--- src/hdl/wss_pkg.sv ---
package wss_pkg;

  // Timing in its own units, then cycle counts
  localparam int CLK_PERIOD_NS = 10;
  localparam int DEB_NS = 1000;
  localparam int DEB_CYC = (DEB_NS + CLK_PERIOD_NS - 1) / CLK_PERIOD_NS;
  localparam int WAKE_MS = 1000;
  localparam int WAKE_CYC_DEF = WAKE_MS * 1000000 / CLK_PERIOD_NS;
  localparam int BOOT_CYC = DEB_CYC + 4;
  localparam int DEB_W = 8;
  localparam int BOOT_W = 8;
  localparam int WAKE_W = 27;

  // Register byte addresses
  localparam logic [11:0] ADDR_CTRL = 12'h000;
  localparam logic [11:0] ADDR_TXLIM = 12'h004;
  localparam logic [11:0] ADDR_STATUS = 12'h008;
  localparam logic [11:0] ADDR_TXPWR = 12'h00C;

  // Control field positions and resets
  localparam int CTRL_WAKE = 3;
  localparam logic [2:0] CTRL_RST = 3'h5;
  localparam logic [7:0] TXLIM_RST = 8'h10;
  localparam logic [7:0] TXPWR_DEF = 8'h17;

  // Input vector lanes; idle levels follow the pin pulls
  localparam int IN_CARD = 0;
  localparam int IN_KILL = 1;
  localparam int IN_PROX = 2;
  localparam logic [2:0] IN_RST = 3'h6;

  typedef struct packed {
    logic rf_cmd_en;
    logic active_low;
    logic hotplug_en;
  } wss_ctrl_s;

  typedef struct packed {
    logic wake_busy;
    logic power_limited;
    logic flight_mode;
    logic card_access;
    logic card_present;
    logic boot_done;
  } wss_status_s;

  typedef enum logic [1:0] {
    WSS_BOOT = 2'b00,
    WSS_RUN = 2'b01
  } wss_phase_e;

  typedef enum logic [1:0] {
    WSS_WAKE_IDLE = 2'b00,
    WSS_WAKE_LOW = 2'b01
  } wss_wake_e;

endpackage

--- src/hdl/wss_top.sv ---
// The register offsets and the APB register port were left to the implementer.
`timescale 1ns/1ps
`default_nettype none
module wss_top
  import wss_pkg::*;
#(
  parameter int WAKE_CYC = WAKE_CYC_DEF
) (
  input wire logic clk,                     // 100 MHz clock
  input wire logic rst,                     // Async reset, high
  input wire logic psel,                    // APB select
  input wire logic penable,                 // APB access phase
  input wire logic pwrite,                  // APB write
  input wire logic [11:0] paddr,            // APB byte address
  input wire logic [31:0] pwdata,           // APB write data
  output logic [31:0] prdata,               // APB read data
  output logic pready,                      // APB ready
  output logic pslverr,                     // APB error
  input wire logic card_present_sense,      // Card switch pin
  input wire logic radio_kill_n,            // Host radio kill pin
  input wire logic proximity_detect_n,      // Body sensor pin
  input wire logic wake_event,              // Ring, message or data
  output logic rf_status_lamp_n,            // Lamp, low is lit
  output logic host_wake_n,                 // Host wake, low pulse
  output logic flight_mode,                 // Radio disabled
  output logic card_access_en,              // Card may be accessed
  output logic card_init_start,             // Start card init, pulse
  output logic [7:0] tx_power_max           // Applied power ceiling
);

  // Debounce counter step, shared by all three inputs
  function automatic logic [DEB_W-1:0] deb_step(
    input logic raw,
    input logic cur,
    input logic [DEB_W-1:0] cnt
  );
    if (raw == cur) begin
      deb_step = '0;
    end else begin
      deb_step = cnt + 1'b1;
    end
  endfunction

  logic [2:0] sync1;
  logic [2:0] sync2;
  logic [2:0] filt;
  logic [DEB_W-1:0] deb_cnt [3];
  wss_ctrl_s ctrl;
  logic [7:0] txlim;
  wss_phase_e phase;
  logic [BOOT_W-1:0] boot_cnt;
  wss_wake_e wake_st;
  logic [WAKE_W-1:0] wake_cnt;
  logic boot_done;
  logic card_present;
  logic next_access;
  logic power_limited;
  logic sw_wake;
  logic wr_en;
  logic rd_setup;
  logic addr_ok;
  wss_status_s status;

  // Two stage pin synchroniser, idle at pull levels
  always_ff @(posedge clk or posedge rst) begin
    if (rst) begin
      sync1 <= IN_RST;
      sync2 <= IN_RST;
    end else begin
      sync1 <= {proximity_detect_n, radio_kill_n, card_present_sense};
      sync2 <= sync1;
    end
  end

  // Level changes only after a stable run; glitches die here
  always_ff @(posedge clk or posedge rst) begin
    if (rst) begin
      filt <= IN_RST;
      for (int i = 0; i < 3; i++) begin
        deb_cnt[i] <= '0;
      end
    end else begin
      for (int i = 0; i < 3; i++) begin
        if (deb_cnt[i] == DEB_W'(DEB_CYC - 1)) begin
          filt[i] <= sync2[i];
          deb_cnt[i] <= '0;
        end else begin
          deb_cnt[i] <= deb_step(sync2[i], filt[i], deb_cnt[i]);
        end
      end
    end
  end

  // Startup phase waits for filtered inputs to settle
  always_ff @(posedge clk or posedge rst) begin
    if (rst) begin
      phase <= WSS_BOOT;
      boot_cnt <= '0;
    end else begin
      case (phase)
        WSS_BOOT: begin
          if (boot_cnt == BOOT_W'(BOOT_CYC - 1)) begin
            phase <= WSS_RUN;
          end else begin
            boot_cnt <= boot_cnt + 1'b1;
          end
        end
        WSS_RUN: begin
          phase <= WSS_RUN;
        end
        default: begin
          phase <= WSS_BOOT;
        end
      endcase
    end
  end

  assign boot_done = (phase == WSS_RUN);

  // Polarity select on the debounced presence level
  assign card_present = filt[IN_CARD] ^ ctrl.active_low;

  // Startup read on the last boot cycle; detect off then keeps it
  always_comb begin
    if (!boot_done) begin
      next_access = (boot_cnt == BOOT_W'(BOOT_CYC - 1)) &
                    (card_present | ~ctrl.hotplug_en);
    end else if (ctrl.hotplug_en) begin
      next_access = card_present;
    end else begin
      next_access = card_access_en;
    end
  end

  // Card access level and its init pulse on each opening
  always_ff @(posedge clk or posedge rst) begin
    if (rst) begin
      card_access_en <= 1'b0;
      card_init_start <= 1'b0;
    end else begin
      card_access_en <= next_access;
      card_init_start <= next_access & ~card_access_en;
    end
  end

  // Radio kill pin or command disable both mean flight
  always_ff @(posedge clk or posedge rst) begin
    if (rst) begin
      flight_mode <= 1'b1; // Radio off in reset, so lamp agrees
      rf_status_lamp_n <= 1'b1;
    end else begin
      flight_mode <= ~filt[IN_KILL] | ~ctrl.rf_cmd_en;
      rf_status_lamp_n <= ~filt[IN_KILL] | ~ctrl.rf_cmd_en;
    end
  end

  // Cap power near a body; never raise above the default
  assign power_limited = ~filt[IN_PROX];
  always_ff @(posedge clk or posedge rst) begin
    if (rst) begin
      tx_power_max <= TXPWR_DEF;
    end else if (power_limited && (txlim < TXPWR_DEF)) begin
      tx_power_max <= txlim;
    end else begin
      tx_power_max <= TXPWR_DEF;
    end
  end

  // Wake pulse; requests during a pulse are absorbed
  always_ff @(posedge clk or posedge rst) begin
    if (rst) begin
      wake_st <= WSS_WAKE_IDLE;
      wake_cnt <= '0;
      host_wake_n <= 1'b1;
    end else begin
      case (wake_st)
        WSS_WAKE_IDLE: begin
          if (wake_event || sw_wake) begin
            wake_st <= WSS_WAKE_LOW;
            wake_cnt <= '0;
            host_wake_n <= 1'b0;
          end
        end
        WSS_WAKE_LOW: begin
          if (wake_cnt == WAKE_W'(WAKE_CYC - 1)) begin
            wake_st <= WSS_WAKE_IDLE;
            host_wake_n <= 1'b1;
          end else begin
            wake_cnt <= wake_cnt + 1'b1;
          end
        end
        default: begin
          wake_st <= WSS_WAKE_IDLE;
          host_wake_n <= 1'b1;
        end
      endcase
    end
  end

  // APB decode; zero wait states
  assign pready = 1'b1;
  assign addr_ok = (paddr == ADDR_CTRL) || (paddr == ADDR_TXLIM) ||
                   (paddr == ADDR_STATUS) || (paddr == ADDR_TXPWR);
  assign pslverr = psel & penable & ~addr_ok;
  assign wr_en = psel & penable & pwrite & addr_ok;
  assign rd_setup = psel & ~penable & ~pwrite;
  assign sw_wake = wr_en && (paddr == ADDR_CTRL) && pwdata[CTRL_WAKE];

  // Software settings
  always_ff @(posedge clk or posedge rst) begin
    if (rst) begin
      ctrl <= CTRL_RST;
      txlim <= TXLIM_RST;
    end else if (wr_en) begin
      if (paddr == ADDR_CTRL) begin
        ctrl <= pwdata[2:0];
      end
      if (paddr == ADDR_TXLIM) begin
        txlim <= pwdata[7:0];
      end
    end
  end

  // Live state visible to software
  assign status.wake_busy = (wake_st == WSS_WAKE_LOW);
  assign status.power_limited = power_limited;
  assign status.flight_mode = flight_mode;
  assign status.card_present = card_present;
  assign status.boot_done = boot_done;
  assign status.card_access = card_access_en;

  // Read data captured in setup so it is stable in access
  always_ff @(posedge clk or posedge rst) begin
    if (rst) begin
      prdata <= '0;
    end else if (rd_setup) begin
      case (paddr)
        ADDR_CTRL: prdata <= {29'h0, ctrl};
        ADDR_TXLIM: prdata <= {24'h0, txlim};
        ADDR_STATUS: prdata <= {26'h0, status};
        ADDR_TXPWR: prdata <= {24'h0, tx_power_max};
        default: prdata <= '0;
      endcase
    end
  end

  // Helper: length of each wake low pulse
  logic [31:0] low_len;
  always_ff @(posedge clk or posedge rst) begin
    if (rst) begin
      low_len <= '0;
    end else if (!host_wake_n) begin
      low_len <= low_len + 1'b1;
    end else begin
      low_len <= '0;
    end
  end
endmodule
`default_nettype wire

--- config.mk ---
export PLATFORM = sky130hd
export DESIGN_NAME = wss_top
export DESIGN_NICKNAME = d
export VERILOG_FILES = /design/src/hdl/wss_pkg.sv /design/src/hdl/wss_top.sv
export SDC_FILE = /design/constraint.sdc
export NUM_CORES = 1
export LEC_CHECK = 0
export BUFFER_PORTS_ARGS = -buffer_cell sky130_fd_sc_hd__buf_2
export CAP_MARGIN = 20
export CORE_MARGIN = 4
export CORE_UTILIZATION = 45
export DETAILED_ROUTE_END_ITERATION = 12
export HOLD_SLACK_MARGIN = 0.12
export PLACE_DENSITY = 0.77
export SYNTH_ARGS = -nofsm -noshare
export SYNTH_HDL_FRONTEND = slang
export SYNTH_SLANG_ARGS = --single-unit
--- constraint.sdc ---
create_clock -name clk -period 2.86 [get_ports clk]
set_clock_uncertainty 0.15 [all_clocks]
set_input_delay 0.143 -clock clk [delete_from_list [all_inputs] [get_ports clk]]
set_output_delay 0.143 -clock clk [all_outputs]
set_load 0.03 [all_outputs]
==> results of run 1 <==
==> cells by family (layout without fill, tap and decap cells) <==
logic type,Yosys count,in the layout
AND/OR/NAND/NOR,179,179
flip-flops,101,101
buffers and inverters,50,107
adder cells (fa/ha/maj),5,5
multiplexers,26,26
other,2,28
AO/OA/AOI/OAI,46,46
XOR/XNOR,40,40
==> cells in the mapped netlist, drive strengths merged (11+ instances only) <==
cell | number | area (um2)
buf | 31 | 219
dfstp | 15 | 394
nand3 | 27 | 140
o21ai | 13 | 68.8
nor2 | 46 | 173
xor2 | 22 | 193
inv | 12 | 45.0
nand4 | 12 | 75.1
nand2 | 40 | 150
mux2 | 17 | 191
xnor2 | 18 | 158
dfrtp | 86 | 2150
o31ai | 11 | 82.6
==> sequential cells by signal, indices dropped and copies added, names as in the netlist, 8 cells and up <==
register and flops:
boot_cnt 8, txlim 8, prdata 8, wake_cnt 27, tx_power_max 8, deb_cnt 24
==> per-stage QoR <==
step           std cells  setup slack, ns  power (W)
2_1_floorplan        475            0.742    0.00166
3_3_place_gp         629            0.643    0.00168
3_5_place_dp         629            0.635    0.00169
4_1_cts              668            0.257    0.00276
5_1_grt              668           0.0852    0.00285
6_report             668            0.243    0.00273
==> worst min-delay path by stage <==
stage | end | cells after the start | slack [ns]
floorplan | sync1[1] | 0 | -0.003
detailed placement | wake_cnt[2] | 2 | -0.07
finish | prdata[1] | 3 | 0.16
global route | prdata[4] | 3 | 0.17
global placement | wake_cnt[2] | 2 | -0.07
CTS | prdata[1] | 3 | 0.13
==> area by class of cell <==
type | count | area, um2
Sequential cell | 101 | 2550
Timing Repair Buffer | 79 | 538
Tap cell | 136 | 170
Fill cell | 883 | 4760
Clock buffer | 10 | 128
Multi-Input combinational cell | 324 | 2070
Inverter | 12 | 48.8
Clock inverter | 6 | 109
==> power by group through the flow <==
stage	logic (W)	clock network, W	registers [W]
2_1_floorplan	0.000147	0	0.00151
3_3_place_gp	0.000171	0	0.00151
3_5_place_dp	0.000175	0	0.00151
4_1_cts	0.000197	0.00108	0.00148
5_1_grt	0.000216	0.00114	0.00149
6_report	0.000195	0.00105	0.00148
==> metal layers <==
metal	up-vias	share of wire (%)	wire length [um]	GRT usage, %
li1	1669	-	-	-
met1	1663	44	4120	19.8
met2	105	48	4430	25.3
met3	18	5.9	549	5.11
met4	0	1.7	162	4.79
met5	-	0	0	0
==> critical path: stages <==
cell and delay, ns:
dlygate4sd3_1 0.54, buf_2 0.13, nor4_2 0.24, dlygate4sd3_1 0.68
nand3_1 0.19, and3_1 0.23, buf_2 0.17
==> results.toml, run 1 <==
[pwr]
total_leakage_power_nw = 2.51
power_density_nw_per_um2 = 487
seq_power_share_pct = 54.4
internal_power_w = 0.00211
power_frac_comb_pct = 7.1
switching_share_pct = 22.8
switching_power_w = 0.000623
p_clk_share_pct = 38.5
vdd_drop_max_mv = 0.364

[worst_setup_path]
setup.worst_path.class = "in2out"
cp_max_fo = 5
reg2regPathDepth = 6
reg2reg_to = "wake_cnt[3]"
cp-startpoint = "paddr[6]"
rrSetupSlack_ns = 0.63
critPathRequiredTime_ns = 2.57
cp.arrival_ns = 2.32
cp-endpoint = "pslverr"
setup.worst_path.end_class = "output port"
reg2reg_from = "wake_cnt[0]"
cp-start-kind = "primary input"

[clock_network]
clkSlewWorstSetupHoldPaths_ns = 0.09
cts_tree = "yes"
htree_num_levels = 3
hold_buffers = 23
cts_sinks = 101
cts_setup_buffers = 0
clk_path_buf_depth = 2
cts_root_buffer = "clkbuf_8"
post_cts_resized = 0
cts_buffers = 9
clkLatencyLatePin_ns = 0.37

[detailed_routing]
via_count = 3455
antenna_left = 0
drc_errors = 0
routed_wl_mm = 9.26
routedWlPerCell_um = 13.9
first_pass_iters = 4
vias_per_cell = 5.17
drt-initial-drc-count = 142

[yosys]
synth-main-ff-cell = "dfrtp_1"
ys_seq_area_share_pct = 53.0
synthMuxAreaShare_pct = 6.38
syn_area_um2 = 4810
synthCells = 449
synth_adder_area_share_pct = 1.30
synth_top_family_by_area = "simple AND/OR/NAND/NOR gates"
postSynthAreaPerCell_um2 = 10.7
synth-edff-count = 0
ys_seq_elements = 101
synth_compound_area_share_pct = 6.53
synth_simple_gate_area_share_pct = 19.3
synth.distinct_cells = 51
async_flop_share_pct = 100
synth_xor_area_share_pct = 7.29
ys_warn_count = 0

[timing]
hold_viol = 0
setup_viol = 0
slew_viol_final = 0
rsz0062_at_grt = "false"
timing.fmax_mhz = 382
holdWs_ns = 0.159
finalSetupTns_ns = 0
relSlewSlack_pct = 54.1
fin_crit_sh_pct = 91.5
tightest_slew_ns = 0.688
period_minus_slack_ns = 2.62

[place]
place_congestion = 0.828
dpl_cell_area_um2 = 5140
dp_hpwl_mm = 6.74
port_buffers = 50

[finish]
drive_above_1_share_pct = 22.4
utilization_pct = 54.1
fin_area_um2 = 5610
final_cell_mix = "86 x dfrtp_1, 50 x buf_2, 46 x nor2_1"
n_antenna_cell = 0
final_common_cell = "dfrtp_1"
fin_nets = 585
synthToLayoutAreaGrowth_pct = 16.7

[global_routing]
antenna_found_initial = 0
grt_util_all_layers_pct = 15.5
grt_max_degree = 48
grt-ovfl-total = 0
grt_pass1_wl_mm = 15.9
grt_pass1_vias = 3372

[die]
io_pins = 100
rows = 37
dieArea_um2 = 12400
initial_utilization_pct = 46.4
die_y_um = 111
die_w_um = 111
core_area_um2 = 10400

[status]
outcome = "finished, final reports clean"

[min_path]
hold_path_class = "in2reg"
hp-start = "pwrite"

[job]
max_cap_viol_count = 0
Note: power is estimated with default switching activity, not from simulation.
==> run 2, diff against run 1 <==
--- a/config.mk
+++ b/config.mk
@@ -8,10 +8,10 @@
 export BUFFER_PORTS_ARGS = -buffer_cell sky130_fd_sc_hd__buf_2
 export CAP_MARGIN = 20
 export CORE_MARGIN = 4
-export CORE_UTILIZATION = 45
+export CORE_UTILIZATION = 31
 export DETAILED_ROUTE_END_ITERATION = 12
 export HOLD_SLACK_MARGIN = 0.12
-export PLACE_DENSITY = 0.77
+export PLACE_DENSITY = 0.59
 export SYNTH_ARGS = -nofsm -noshare
 export SYNTH_HDL_FRONTEND = slang
 export SYNTH_SLANG_ARGS = --single-unit
==> results.toml, run 2 (synthesis gave the netlist of run 1 again) <==
[worst_setup_path]
setup.worst_path.class = "in2out"
setup.worst_path.end_class = "output port"
cp_max_fo = 5
critPathRequiredTime_ns = 2.57
cp.arrival_ns = 2.34
rrSetupSlack_ns = 0.61
reg2regPathDepth = 6
cp-startpoint = "paddr[10]"
cp-start-kind = "primary input"
reg2reg_from = "wake_cnt[0]"

[detailed_routing]
routed_wl_mm = 9.91
drt-initial-drc-count = 121
first_pass_iters = 4
antenna_left = 0
routedWlPerCell_um = 13.8
drc_errors = 0
via_count = 3422
vias_per_cell = 4.78

[timing]
timing.fmax_mhz = 380
hold_viol = 0
rsz0062_at_grt = "false"
fin_crit_sh_pct = 92.1
slew_viol_final = 0
finalSetupTns_ns = 0
fin_ws_ns = 0.226
setup_viol = 0
relSlewSlack_pct = 50.8
period_minus_slack_ns = 2.63
tightest_slew_ns = 0.738

[finish]
final_common_cell = "dfrtp_1"
synthToLayoutAreaGrowth_pct = 18.5
reg_top3 = "wake_cnt (27), deb_cnt (24)"
largest_reg_flops = 27
fin_nets = 581
utilization_pct = 37.5
top_register = "wake_cnt"
drive_above_1_share_pct = 22.3
n_antenna_cell = 0
final_cell_mix = "86 x dfrtp_1, 50 x buf_2, 46 x nor2_1"

[clock_network]
clk_path_buf_depth = 2
cts_tree = "yes"
clkLatencyLatePin_ns = 0.34
cts_root_buffer = "clkbuf_16"
post_cts_resized = 0
cts_buffers = 9
htree_num_levels = 3
cts_sinks = 101
clkSlewWorstSetupHoldPaths_ns = 0.07

[place]
port_buffers = 50
dp_hpwl_mm = 7.20
place_congestion = 0.787
pre_cts_slack_ns = 0.584

[pwr]
total_leakage_power_nw = 2.51
power_density_nw_per_um2 = 500
vdd_drop_max_mv = 0.289

[die]
die_y_um = 133
core_area_um2 = 15200
initial_utilization_pct = 31.6
io_pins = 100
die_w_um = 133
rows = 45
dieArea_um2 = 17600

[min_path]
hold_path_class = "in2reg"
hp-start = "paddr[3]"
min_delay_path_depth = 3

[status]
outcome = "finished, final reports clean"

[global_routing]
grt_pass1_vias = 3432
grt_pass1_wl_mm = 16.8
antenna_found_initial = 0
grt_util_all_layers_pct = 11.6
grt_max_degree = 102
grt-ovfl-total = 0

[job]
max_cap_viol_count = 0
-- run 2: layout make-up --
class,instances,area (um2)
flip-flops and latches,101,2550
repair buffers,75,503
clock buffers,10,239
inverters,12,48.8
multi-input cells,324,2070
clock inverters,6,55.1
fillers,1486,9510
well taps,188,235
-- run 2: repair_timing --
item,4_1_cts,5_1_grt
buffers inserted,0,0
setup endpoints to repair,0,0
hold endpoints to repair,108,0
hold buffers,21,0
-- run 2: metrics by stage --
| stage | hold WS [ns] | std cells | instance area [um2] | power [W] |
|---|---|---|---|---|
| 3_5_place_dp | 0.104 | 679 | 5190 | 0.00169 |
| 3_3_place_gp | 0.101 | 679 | 5190 | 0.00168 |
| 5_1_grt | 0.172 | 716 | 5700 | 0.00297 |
| 6_report | 0.153 | 716 | 5700 | 0.00285 |
| 2_1_floorplan | -0.00252 | 475 | 4910 | 0.00166 |
| 4_1_cts | 0.143 | 716 | 5700 | 0.00290 |
-- run 2: path summary, 6_finish.rpt --
| check | end |
|---|---|
| hold / removal | prdata[6] |
| min in group asynchronous | card_init_start |
| setup reg to reg | wake_cnt[3] |
| setup / recovery | pslverr |
| hold reg to reg | sync2[1] |
| max in group asynchronous | sync2[1] |
-- run 2: critical path, cell delays in order --
cell	delay (ns)
dlygate4sd3_1	0.53
buf_2	0.12
nor4_2	0.31
dlygate4sd3_1	0.64
nand3_1	0.19
and3_1	0.24
buf_2	0.17
-- run 2: power by group --
group	internal, W	switching [W]	total [W]
Clock	0.000629	0.000544	0.00117
Sequential	0.00146	0.0000269	0.00148
Combinational	0.0000642	0.000129	0.000193
Total	0.00215	0.000700	0.00285
-- run 2: per-layer routing --
metal  vias up  routed length, um  GRT usage [%]
met5         -                  0              0
met3         8                503           3.35
met2        82               4790           19.1
met4         0                 91           2.89
li1       1653                  -              -
met1      1679               4520           15.1
